[config.mk]
export PLATFORM = sky130hd
export DESIGN_NAME = timing_unit
export DESIGN_NICKNAME = d
export VERILOG_FILES = /design/src/design/timing_unit_pkg.sv /design/src/design/timing_unit.sv
export SDC_FILE = /design/constraint.sdc
export NUM_CORES = 1
export LEC_CHECK = 0
export ABC_AREA = 1
export BUFFER_PORTS_ARGS = -buffer_cell sky130_fd_sc_hd__buf_2
export CORE_MARGIN = 2
export CORE_UTILIZATION = 25
export CTS_CLUSTER_SIZE = 16
export DETAILED_ROUTE_END_ITERATION = 8
export GPL_TIMING_DRIVEN = 0
export PLACE_DENSITY = 0.42
export SETUP_SLACK_MARGIN = 0.4
export SYNTH_ARGS = -nofsm -noshare
export SYNTH_HDL_FRONTEND = slang
export SYNTH_HIERARCHICAL = 1
export SYNTH_SLANG_ARGS = --single-unit
[constraint.sdc]
create_clock -name pclk -period 3.63 [get_ports pclk]
set_input_delay 0.726 -clock pclk [delete_from_list [all_inputs] [get_ports pclk]]
set_output_delay 0.726 -clock pclk [all_outputs]
set_load 0.01 [all_outputs]
[src/design/timing_unit_pkg.sv]
// Package with register map, field layout and timing constants of the timing unit.
package timing_unit_pkg;
   // ==========================================================
   // Register byte offsets
   localparam logic [7:0] WD_RELOAD_OFS = 8'h00;
   localparam logic [7:0] WD_CTRL_OFS   = 8'h04;
   localparam logic [7:0] WD_COUNT_OFS  = 8'h08;
   localparam logic [7:0] STATUS_OFS    = 8'h0C;
   localparam logic [7:0] IRQ_OFS       = 8'h10;
   localparam logic [7:0] GT_RELOAD_OFS = 8'h14;
   localparam logic [7:0] GT_CTRL_OFS   = 8'h18;
   localparam logic [7:0] GT_COUNT_OFS  = 8'h1C;
   localparam logic [7:0] EC_RELOAD_OFS = 8'h20;
   localparam logic [7:0] EC_CTRL_OFS   = 8'h24;
   localparam logic [7:0] EC_COUNT_OFS  = 8'h28;
   localparam logic [7:0] CMD_OFS       = 8'h2C;
   localparam logic [7:0] DOUT_OFS      = 8'h30;
   // ==========================================================
   // Widths and reset values
   localparam int TMR_W = 12;
   localparam int EC_W  = 16;
   localparam int OUT_W = 16;
   localparam logic [11:0] TMR_RELOAD_RST = 12'hFFF;
   localparam logic [15:0] EC_RELOAD_RST  = 16'hFFFF;
   // ==========================================================
   // Field positions
   localparam int WD_MODE_BIT  = 0;
   localparam int CLK_SEL_LO   = 1;
   localparam int TMR_IRQE_BIT = 3;
   localparam int EC_EDGE_LO   = 0;
   localparam int EC_DOWN_BIT  = 2;
   localparam int EC_IRQE_BIT  = 3;
   localparam int CMD_WD_START = 0;
   localparam int CMD_WD_STOP  = 1;
   localparam int CMD_WD_TRIG  = 2;
   localparam int CMD_GT_START = 3;
   localparam int CMD_GT_STOP  = 4;
   localparam int CMD_GT_TRIG  = 5;
   localparam int CMD_EC_START = 6;
   localparam int CMD_EC_STOP  = 7;
   localparam int CMD_EC_CLEAR = 8;
   localparam int CMD_EC_TRIG  = 9;
   localparam int IRQ_WD_TMO   = 0;
   localparam int IRQ_GT_TMO   = 1;
   localparam int IRQ_EC_WRAP  = 2;
   localparam int IRQ_WD_SHUT  = 3;
   localparam int IRQ_N        = 4;
   // ==========================================================
   // Time bases
   localparam int CLK_PERIOD_NS  = 25;
   localparam int TICK_US_NS     = 1000;
   localparam int TICK_US_CYCLES = TICK_US_NS / CLK_PERIOD_NS;
   localparam int DECADE_STEPS   = 1000;
   localparam logic [1:0] SEL_US = 2'h0;
   localparam logic [1:0] SEL_MS = 2'h1;
endpackage

[src/design/timing_unit.sv]
// Watchdog timer, general timer and event counter with an APB register slave.
//
// Notes on behaviour
// RQ1: Watchdog timer is 12 bits, counts down from reload, may interrupt at timeout.
// RQ2: Watchdog count, status and interrupt registers are readable at any time.
// RQ3: In watchdog mode a timeout switches off all digital outputs.
// RQ4: While watchdog runs, each write of the outputs reloads its count; the code reloads only in watchdog mode.
// RQ5: A software trigger command reloads the watchdog without touching outputs.
// RQ6: Software selects one of three time bases for the watchdog.
// RQ7: Running, stopped and timed-out state of the watchdog are readable.
// RQ8: General timer is 12 bits, counts down, may interrupt at run down.
// RQ9: General timer count, status and interrupt registers are readable.
// RQ10: Event counter is 16 bits, clocked by input 0, which stays readable.
// RQ11: Event counter has no gate or trigger pin; only software clears or triggers.
// RQ12: Event counter follows input events up to 100 KHz.
// RQ13: Software picks rising, falling or both edges as counting edges.
// RQ14: Software picks up or down counting.
// RQ15: A 16-bit software reload value sets the counting period.
// RQ16: Up mode counts from zero; at reload minus one next edge gives zero.
// RQ17: Down mode counts from reload; at zero next edge loads reload.
// RQ18: A wrap in either direction raises an interrupt when enabled.
// RQ19: Clear sets the counter to zero; in up mode trigger does too.
// RQ20: In down mode trigger loads the reload value.
// RQ21: Four interrupt sources are kept apart on one interrupt line.
// RQ22: Output reset, at power-on or watchdog timeout, turns every channel off; a timeout clears the outputs only in watchdog mode.
// RQ23: Timers and counter run only after start; stop holds the value.
//
// The APB register port and the address map were chosen for this implementation.
`timescale 1ns/10ps

// ==========================================================
// Down timer shared by watchdog and general timer
module down_timer (
   input  wire logic        pclk,
   input  wire logic        presetn,
   input  wire logic        tick,
   input  wire logic        start,
   input  wire logic        stop,
   input  wire logic        trig,
   input  wire logic        one_shot,
   input  wire logic [11:0] reload,
   output logic      [11:0] count,
   output logic             running,
   output logic             expired
);
   wire hit = running & tick & (count <= 12'h001);

   always_ff @(posedge pclk or negedge presetn) begin
      if (!presetn) begin
         count   <= 12'h000;
         running <= 1'b0;
         expired <= 1'b0;
      end else begin
         expired <= hit & ~start & ~stop & ~trig;
         if (start) begin // [RQ23]
            count   <= reload;
            running <= 1'b1;
         end else if (stop) begin // [RQ23]
            running <= 1'b0;
         end else if (trig) begin // [RQ5]
            count <= reload;
         end else if (hit) begin // [RQ1] [RQ8]
            count   <= reload;
            running <= ~one_shot;
         end else if (running & tick) begin
            count <= count - 12'h001;
         end
      end
   end
endmodule // down_timer

// ==========================================================
// Top level
module timing_unit (
   input  wire logic        pclk,
   input  wire logic        presetn,
   input  wire logic        psel,
   input  wire logic        penable,
   input  wire logic        pwrite,
   input  wire logic [7:0]  paddr,
   input  wire logic [31:0] pwdata,
   output logic      [31:0] prdata,
   output logic             pready,
   output logic             pslverr,
   input  wire logic        input_ch0,
   output logic      [15:0] digital_out,
   output logic             irq
);
   // ==========================================================
   // Registers
   logic [11:0] wd_reload_reg;
   logic [3:0]  wd_ctrl_reg;
   logic [11:0] gt_reload_reg;
   logic [3:0]  gt_ctrl_reg;
   logic [15:0] ec_reload_reg;
   logic [3:0]  ec_ctrl_reg;
   logic [15:0] ec_count_reg;
   logic [15:0] ec_count_next;
   logic        ec_run_reg;
   logic        ec_wrap_reg;
   logic        ch0_prev_reg;
   logic        wd_tmo_reg;
   logic        wd_shut_reg;
   logic [3:0]  irq_reg;
   logic [3:0]  irq_next;
   logic [5:0]  us_cnt_reg;
   logic [9:0]  ms_cnt_reg;
   logic [9:0]  s_cnt_reg;
   logic        us_tick_reg;
   logic        ms_tick_reg;
   logic        s_tick_reg;
   logic [11:0] wd_count;
   logic [11:0] gt_count;
   logic        wd_run;
   logic        gt_run;
   logic        wd_exp;
   logic        gt_exp;

   // ==========================================================
   // Bus decode
   wire setup  = psel & ~penable;
   wire wr_en  = psel & penable & pwrite & pready;
   wire wr_wdr = wr_en & (paddr == timing_unit_pkg::WD_RELOAD_OFS);
   wire wr_wdc = wr_en & (paddr == timing_unit_pkg::WD_CTRL_OFS);
   wire wr_irq = wr_en & (paddr == timing_unit_pkg::IRQ_OFS);
   wire wr_gtr = wr_en & (paddr == timing_unit_pkg::GT_RELOAD_OFS);
   wire wr_gtc = wr_en & (paddr == timing_unit_pkg::GT_CTRL_OFS);
   wire wr_ecr = wr_en & (paddr == timing_unit_pkg::EC_RELOAD_OFS);
   wire wr_ecc = wr_en & (paddr == timing_unit_pkg::EC_CTRL_OFS);
   wire wr_cmd = wr_en & (paddr == timing_unit_pkg::CMD_OFS);
   wire wr_out = wr_en & (paddr == timing_unit_pkg::DOUT_OFS);
   wire [9:0] cmd = wr_cmd ? pwdata[9:0] : 10'h000;
   wire mapped = (paddr[1:0] == 2'h0) && (paddr <= timing_unit_pkg::DOUT_OFS);

   wire [31:0] status_word = {26'h0000000, input_ch0, wd_shut_reg, ec_run_reg,
                              gt_run, wd_tmo_reg, wd_run}; // [RQ7] [RQ10]
   wire [31:0] rd_data =
      (paddr == timing_unit_pkg::WD_RELOAD_OFS) ? {20'h00000, wd_reload_reg} :
      (paddr == timing_unit_pkg::WD_CTRL_OFS)   ? {28'h0000000, wd_ctrl_reg} :
      (paddr == timing_unit_pkg::WD_COUNT_OFS)  ? {20'h00000, wd_count} : // [RQ2]
      (paddr == timing_unit_pkg::STATUS_OFS)    ? status_word :
      (paddr == timing_unit_pkg::IRQ_OFS)       ? {28'h0000000, irq_reg} :
      (paddr == timing_unit_pkg::GT_RELOAD_OFS) ? {20'h00000, gt_reload_reg} :
      (paddr == timing_unit_pkg::GT_CTRL_OFS)   ? {28'h0000000, gt_ctrl_reg} :
      (paddr == timing_unit_pkg::GT_COUNT_OFS)  ? {20'h00000, gt_count} : // [RQ9]
      (paddr == timing_unit_pkg::EC_RELOAD_OFS) ? {16'h0000, ec_reload_reg} :
      (paddr == timing_unit_pkg::EC_CTRL_OFS)   ? {28'h0000000, ec_ctrl_reg} :
      (paddr == timing_unit_pkg::EC_COUNT_OFS)  ? {16'h0000, ec_count_reg} :
      (paddr == timing_unit_pkg::DOUT_OFS)      ? {16'h0000, digital_out} :
      32'h00000000;

   // Read data is captured in the setup cycle, so every access ends with
   // no wait state and the outputs stay straight from flip-flops.
   always_ff @(posedge pclk or negedge presetn) begin
      if (!presetn) begin
         pready  <= 1'b0;
         pslverr <= 1'b0;
         prdata  <= 32'h00000000;
      end else begin
         pready  <= setup;
         pslverr <= setup & ~mapped;
         prdata  <= (setup & ~pwrite) ? rd_data : 32'h00000000;
      end
   end

   // ==========================================================
   // Control registers
   always_ff @(posedge pclk or negedge presetn) begin
      if (!presetn) begin
         wd_reload_reg <= timing_unit_pkg::TMR_RELOAD_RST;
         gt_reload_reg <= timing_unit_pkg::TMR_RELOAD_RST;
         ec_reload_reg <= timing_unit_pkg::EC_RELOAD_RST;
         wd_ctrl_reg   <= 4'h0;
         gt_ctrl_reg   <= 4'h0;
         ec_ctrl_reg   <= 4'h1;
      end else begin
         if (wr_wdr) wd_reload_reg <= pwdata[11:0];
         if (wr_gtr) gt_reload_reg <= pwdata[11:0];
         if (wr_ecr) ec_reload_reg <= pwdata[15:0]; // [RQ15]
         if (wr_wdc) wd_ctrl_reg <= pwdata[3:0];
         if (wr_gtc) gt_ctrl_reg <= pwdata[3:0];
         if (wr_ecc) ec_ctrl_reg <= pwdata[3:0];
      end
   end

   // ==========================================================
   // Time bases of 1 us, 1 ms and 1 s, chained so no counter is long
   wire us_last = us_cnt_reg == 6'(timing_unit_pkg::TICK_US_CYCLES - 1);
   wire ms_last = ms_cnt_reg == 10'(timing_unit_pkg::DECADE_STEPS - 1);
   wire s_last  = s_cnt_reg == 10'(timing_unit_pkg::DECADE_STEPS - 1);

   always_ff @(posedge pclk or negedge presetn) begin
      if (!presetn) begin
         us_cnt_reg  <= 6'h00;
         ms_cnt_reg  <= 10'h000;
         s_cnt_reg   <= 10'h000;
         us_tick_reg <= 1'b0;
         ms_tick_reg <= 1'b0;
         s_tick_reg  <= 1'b0;
      end else begin
         us_tick_reg <= us_last;
         us_cnt_reg  <= us_last ? 6'h00 : us_cnt_reg + 6'h01;
         ms_tick_reg <= us_tick_reg & ms_last;
         s_tick_reg  <= ms_tick_reg & s_last;
         if (us_tick_reg) ms_cnt_reg <= ms_last ? 10'h000 : ms_cnt_reg + 10'h001;
         if (ms_tick_reg) s_cnt_reg <= s_last ? 10'h000 : s_cnt_reg + 10'h001;
      end
   end

   function automatic logic base_sel(input logic [1:0] sel, input logic us,
                                     input logic ms, input logic s);
      base_sel = (sel == timing_unit_pkg::SEL_US) ? us :
                 (sel == timing_unit_pkg::SEL_MS) ? ms : s;
   endfunction

   // ==========================================================
   // Watchdog and general timer
   wire wd_mode = wd_ctrl_reg[timing_unit_pkg::WD_MODE_BIT];
   wire wd_tick = base_sel(wd_ctrl_reg[2:1], us_tick_reg, ms_tick_reg,
                           s_tick_reg); // [RQ6]
   wire gt_tick = base_sel(gt_ctrl_reg[2:1], us_tick_reg, ms_tick_reg, s_tick_reg);
   wire wd_retrig = cmd[timing_unit_pkg::CMD_WD_TRIG] |
                    (wr_out & wd_mode & wd_run); // [RQ4] [RQ5]

   down_timer u_wd (
      .pclk     (pclk),
      .presetn  (presetn),
      .tick     (wd_tick),
      .start    (cmd[timing_unit_pkg::CMD_WD_START]),
      .stop     (cmd[timing_unit_pkg::CMD_WD_STOP]),
      .trig     (wd_retrig),
      .one_shot (wd_mode),
      .reload   (wd_reload_reg),
      .count    (wd_count),
      .running  (wd_run),
      .expired  (wd_exp)
   );

   down_timer u_gt (
      .pclk     (pclk),
      .presetn  (presetn),
      .tick     (gt_tick),
      .start    (cmd[timing_unit_pkg::CMD_GT_START]),
      .stop     (cmd[timing_unit_pkg::CMD_GT_STOP]),
      .trig     (cmd[timing_unit_pkg::CMD_GT_TRIG]),
      .one_shot (1'b0),
      .reload   (gt_reload_reg),
      .count    (gt_count),
      .running  (gt_run),
      .expired  (gt_exp)
   );

   // Timeout state stays until the next start, so software can poll it late.
   always_ff @(posedge pclk or negedge presetn) begin
      if (!presetn) begin
         wd_tmo_reg  <= 1'b0;
         wd_shut_reg <= 1'b0;
      end else begin
         if (wd_exp) begin // [RQ7]
            wd_tmo_reg  <= 1'b1;
            wd_shut_reg <= wd_mode;
         end else if (cmd[timing_unit_pkg::CMD_WD_START]) begin
            wd_tmo_reg  <= 1'b0;
            wd_shut_reg <= 1'b0;
         end
      end
   end

   // A watchdog-mode timeout beats a write in the same cycle: the outputs go off.
   always_ff @(posedge pclk or negedge presetn) begin
      if (!presetn) begin
         digital_out <= 16'h0000; // [RQ22]
      end else if (wd_exp & wd_mode) begin
         digital_out <= 16'h0000; // [RQ3] [RQ22]
      end else if (wr_out) begin
         digital_out <= pwdata[15:0];
      end
   end

   // ==========================================================
   // Event counter on input 0; only software commands clear or trigger it
   wire ec_down  = ec_ctrl_reg[timing_unit_pkg::EC_DOWN_BIT]; // [RQ14]
   wire ch0_rise = input_ch0 & ~ch0_prev_reg;
   wire ch0_fall = ~input_ch0 & ch0_prev_reg;
   wire ec_edge  = (ec_ctrl_reg[0] & ch0_rise) | (ec_ctrl_reg[1] & ch0_fall); // [RQ13]
   wire ec_step  = ec_run_reg & ec_edge; // [RQ12]
   wire ec_top   = ec_count_reg == (ec_reload_reg - 16'h0001);
   wire ec_zero  = ec_count_reg == 16'h0000;
   wire ec_wrap  = ec_step & (ec_down ? ec_zero : ec_top);
   wire ec_clr   = cmd[timing_unit_pkg::CMD_EC_CLEAR];
   wire ec_trg   = cmd[timing_unit_pkg::CMD_EC_TRIG] |
                   cmd[timing_unit_pkg::CMD_EC_START]; // [RQ11]
   wire [15:0] ec_start_val = ec_down ? ec_reload_reg : 16'h0000;

   assign ec_count_next =
      ec_clr  ? 16'h0000 : // [RQ19]
      ec_trg  ? ec_start_val : // [RQ19] [RQ20]
      ec_wrap ? ec_start_val : // [RQ16] [RQ17]
      ec_step ? (ec_down ? ec_count_reg - 16'h0001 : ec_count_reg + 16'h0001) :
      ec_count_reg; // [RQ23]

   always_ff @(posedge pclk or negedge presetn) begin
      if (!presetn) begin
         ec_count_reg <= 16'h0000;
         ec_run_reg   <= 1'b0;
         ec_wrap_reg  <= 1'b0;
         ch0_prev_reg <= 1'b0;
      end else begin
         ch0_prev_reg <= input_ch0;
         ec_count_reg <= ec_count_next; // [RQ10]
         ec_wrap_reg  <= ec_wrap & ~ec_clr & ~ec_trg;
         if (cmd[timing_unit_pkg::CMD_EC_START]) ec_run_reg <= 1'b1; // [RQ23]
         else if (cmd[timing_unit_pkg::CMD_EC_STOP]) ec_run_reg <= 1'b0;
      end
   end

   // ==========================================================
   // Interrupt sources, write one to clear; a new event wins over the clear
   wire [3:0] irq_set = {wd_exp & wd_mode, ec_wrap_reg, gt_exp, wd_exp}; // [RQ21]
   wire [3:0] irq_en  = {wd_ctrl_reg[3], ec_ctrl_reg[3], gt_ctrl_reg[3],
                         wd_ctrl_reg[3]};
   assign irq_next = (irq_reg & ~(wr_irq ? pwdata[3:0] : 4'h0)) | irq_set;

   always_ff @(posedge pclk or negedge presetn) begin
      if (!presetn) begin
         irq_reg <= 4'h0;
         irq     <= 1'b0;
      end else begin
         irq_reg <= irq_next; // [RQ21]
         irq     <= |(irq_reg & irq_en); // [RQ1] [RQ8] [RQ18]
      end
   end
endmodule // timing_unit

# After elaboration in Yosys (flattened, before gate mapping)
# Index checks and enable logic that the tools add are counted.
# totals
ff_bits	169
input_bits	46
# classes
add_sub_neg	8
order_cmp	3
eq_ne	22
muxes	54
n_bitwise	59
reduce_logical	19
# op_table
operator	count
$mux 16	21
$mux 12	10
$eq 8x6->1 const B	5
$and 1x1->1	38
$eq 8x5->1 const B	4
$sub 16x1->16 const B	2
$mux 10	3
$le 12x1->1 const B	2
$sub 12x1->12 const B	2
$add 10x1->10 const B	2
$eq 10x10->1 const B	2
$mux 1	18
$add 16x1->16 const B	1
$eq 16x16->1	1
$eq 8x4->1 const B	2
$logic_not 16->1	1
$not 1->1	14
$reduce_bool 4->1	3
$and 4x4->4	2
$eq 8x3->1 const B	1
$le 8x6->1 const B	1
$logic_not 8->1	1
$reduce_and 2->1	4
$add 6x1->6 const B	1
other kinds (14)	24

# Logic depth before layout (Yosys ltp)
# depth
word_depth	14
depth_mapped	19
depth_no_buf	19

# By module
# Netlist, hierarchy kept.
# by_module_without_submodules
module	instances	cells_each	area_per_inst_um2
timing_unit	1	1188	8742.1
down_timer	2	157	1063.5

# Worst setup path before layout
# OpenSTA, ideal clock, no wires.
# synth_path
kind	input -> register
startpoint	input port paddr[7]
endpoint	register u_wd.count[2]
setup_time_ps	76
arrival_ps	2218
slack_ps	1336
stages	14
path_cell_list	inv_1 nand2_1 inv_1 nand3_1 nor3_2 inv_2 o21ai_0 inv_1 nand2_1 a21oi_2 inv_1 buf_2 nand3_1 o21ai_1
# synth_between
elab_chain_cells	8
# synth_lines
element	line_no	text
start, declared	timing_unit.sv:80	input wire logic [7:0] paddr,
$eq 8x6->1	timing_unit.sv:131	wire wr_out = wr_en & (paddr == timing_unit_pkg::DOUT_OFS);
$and 1x1->1	timing_unit.sv:131	
$and 1x1->1 (2 in a row)	timing_unit.sv:223	(wr_out & wd_mode & wd_run);
$or 1x1->1 *	timing_unit.sv:222	wire wd_retrig = cmd[timing_unit_pkg::CMD_WD_TRIG] |
named net wd_retrig	timing_unit.sv:222	
$mux 12	timing_unit.sv:60	end else if (trig) begin
$mux 12	timing_unit.sv:58	end else if (stop) begin
$mux 12	timing_unit.sv:55	if (start) begin
end signal, assigned	timing_unit.sv:56	count <= reload;
end signal, assigned	timing_unit.sv:61	count <= reload;
end signal, assigned	timing_unit.sv:63	count <= reload;
end, declared	timing_unit.sv:42	output logic [11:0] count,
# Mark *: on every way through the listed nets, which the timed path passes. The rest lies on a longest branch. The select of a mux whose other input is x is not followed.
# A chain may end at the register's enable or synchronous reset.

# Final worst setup path
# layout_path
startpoint	input port paddr[7]
endpoint	register u_gt.count[0]
# layout_lines
element	line_no	text
$eq 8x6->1	timing_unit.sv:130	wire wr_cmd = wr_en & (paddr == timing_unit_pkg::CMD_OFS);
$and 1x1->1	timing_unit.sv:130	
$mux 10	timing_unit.sv:132	wire [9:0] cmd = wr_cmd ? pwdata[9:0] : 10'h000;
named net cmd[4]	timing_unit.sv:132	
$ne 2x2->1 (no source line)	--	
$reduce_and 2->1 (no source line)	--	
end signal, assigned	timing_unit.sv:61	
end signal, assigned	timing_unit.sv:63	
end signal, assigned	timing_unit.sv:66	count <= count - 12'h001;
end, declared	timing_unit.sv:42	
# The timed path passes the listed nets, and every way through them passes these cells. The select of a mux whose other input is x is not followed.

==> results.md <==
- Req. time, crit path: 4.00 ns
- Met3 capacity usage during global routing: 0.0256
- Finished Layout Cells: 2201
- Core footprint: 0.0430 mm^2
- Die height: 213 um
- Met2 global-route usage: 0.280
- Max-slew violations: 0
- CTS sink count: 169
- Crit path max fanout: 10
- Setup bufs post-CTS: 0
- Gpl congestion: 0.870
- Worst vdd ir: 0.218 mV
- Tcrit/Tclk final: 0.754
- Share of cells above drive strength 1: 0.147
- DR iter-0 viols: 723
- DRC: 0
- CP arrival: 3.11 ns
- Crit. path cell count: 13
- Post-synth EDFFs: 0
- Total CTS buffers: 17
- Die W: around 210 um
- Cell with the most instances after synthesis: nand2_1
- Top cell type's share of synthesized area: 0.295
- Gr busiest metal: met2
- Post-Syn Area: about 0.011 mm^2
- Via density: approximately 4.5
- Crit path buf inv count: 6
- Commonest cells in the netlist: 427 x nand2_1, 198 x inv_1, 128 x dfrtp_1
- Clock Skew: approximately 0.023 ns
- Async SR Flop Fraction: 1.00
- Worst setup SP type: primary input
- Post-Syn Instances: 1502
- WL final: 36500 um
- Wire per inst: 16.6 um
- Crit. End Element: flop
- Synth cell types: 59
- Total GRT Usage: 0.168
- Post-synthesis sequential area ratio: 0.394
- Post-DP Area: about 0.012 mm^2
- Global-route wire length before repair: ~58000 um
- P_leak: 5.93 nW
- Pwr per Cell Area: 308 mW/mm^2
- RSZ-0062 raised after global routing: no
- Initial Utilization: 0.253
- Launch point of the worst path: paddr[7]
- Worst Reg2Reg Path Length in Cells: 16
- Minimum clock period: 2.74 ns
- Post-DRT Antenna Nets: 0
- Place WS: 0.443 ns
- CTS tree: yes
- Initial antenna violation count: 1
- Clk root buf: clkbuf_16
- Post-route cell area: 0.0126 mm^2
- Ys Warns: 6
- Final worst slack: 0.892 ns
- Worst path slowest cell: clkbuf_1
- Count of final setup violators: 0
- Syn Area/Cell: 7.24 um^2
- Cell Chain, Critical Path: buf_2 > inv_1 > nand2_1 > inv_1 > nand3_1 > nor3_2 > inv_2 > nor2_1 > inv_1 > a21oi_2 > clkbuf_1 > nand2_1 > o21ai_0
- HPWL after DPL: 27800 um
- Area contributors post-synth: dfrtp_1 29%, nand2_1 15%, dfstp_2 9.9%
- Placed Cells incl. Taps: between 2000 and 2500
- R2R Path Start: ec_reload_reg[0]
- Endpoints failing hold: 0
- Critical Path Most Common Cell: inv_1
- Ports: 97
- Crit path max-delay family: buffers and inverters
- Clock latency reported for the late side of the worst-skew pair: 0.47 ns
- Ys flop type: dfrtp_1
- Total power: 0.00387 W
- GR Overflow Total: 0
- Crit-path max cell delay: 0.46 ns
- DRT Pass-1 Iters: 5
- H-tree Lvls: 4
- Final hold slack: ~0.2 ns
- Maxcap violations: 0
- Flops & latches, synth: 169
- Layout Nets: 1671
- Vias: 9998
- Max_slew headroom: 0.363
- CP Class: primary input to flop
- Worst-case clock buffer depth: 2
- Worst-Margin Slew: about 0.95 ns
- Worst-path clk slew: 0.07 ns
- Maximum clock frequency: roughly 370 MHz
- Largest net degree at the start of global routing: roughly 110
- Port Buffers: 64
- Die area: 0.0452 mm^2
- Hold WC Path Type: primary input to async pin
- P&R area growth vs syn: 15.7%
- Yosys top cell by area: dfrtp_1
- Status: finished clean
- Vias in the first global route: 10000
- Grt met1 use: 0.225
- Site row count: 76
## cells in the final DEF (no fill, tap or decap), types with 6 or more instances in the layout
master / instances
a21oi_1: 62
buf_2: 68
buf_4: 16
clkbuf_1: 25
clkbuf_16: 17
conb_1: 17
dfrtp_1: 127
dfstp_2: 41
ha_1: 22
inv_1: 198
inv_2: 7
nand2_1: 427
nand2_2: 23
nand2_4: 6
nand3_1: 97
nand3_2: 10
nand3b_1: 10
nand4_1: 40
nor2_1: 113
nor2_2: 12
nor2_4: 6
nor3_1: 24
nor4_1: 6
o21ai_0: 106
o21ai_1: 6
o21bai_1: 8
o22ai_1: 19
xnor2_1: 15
xor2_1: 24
## power breakdown
| group | switching [W] | internal [W] |
|---|---|---|
| sequential | 0.0000113 | 0.00189 |
| combinational | 0.000132 | 0.0000530 |
| clock | 0.000883 | 0.000900 |
| total | 0.00103 | 0.00285 |
## area by class of cell
cell class / count / area (um^2)
timing repair buffer: 65 / 358
inverter: 206 / 773
sequential: 169 / 4280
clock buffer: 20 / 437
tap: 585 / 732
fill: 4806 / 30400
clock inverter: 12 / 113
multi-input combinational: 1094 / 5570
buffer: 49 / 302
antenna: 1 / 2.50
## layer usage
metal	up-vias	share of wire	wire length, um
met5	-	0	0
met3	34	0.037	1340
li1	5024	-	-
met4	0	0.020	714
met2	211	0.47	17000
met1	4729	0.48	17400
## metrics by stage
stage / util / setup TNS, ns
floorplan: - / 0
global placement: 0.279 / -158.35
detailed placement: 0.280 / 0
CTS: 0.292 / 0
global route: 0.293 / 0
finish: 0.293 / 0
## kinds of logic (layout without fill, tap and decap cells)
logic type / count (synthesis) / after routing / synth area share
fa+ha+maj: 23 / 23 / 0.0272
xor+xnor: 41 / 41 / 0.0357
flops: 169 / 169 / 0.394
other cells: 1 / 18 / 0.000345
buf+inv: 255 / 352 / 0.0989
simple gates: 788 / 788 / 0.329
compound gates: 225 / 225 / 0.115
## worst paths after layout
path / to / slack, ns
max: u_gt/count[0] / 0.89
min: ec_count_reg[12] / 0.20
max reg2reg: ec_count_reg[0] / 0.91
min reg2reg: us_cnt_reg[0] / 0.46
max in group asynchronous: digital_out[2] / 2.48
min in group pclk: ch0_prev_reg / 0.44
## repair_timing
item                       4_1_cts  5_1_grt
setup endpoints to repair        0        1
hold buffers                     0        0
resized for setup                0        1
hold endpoints to repair         0        0
(Power assumes the default switching activity.)
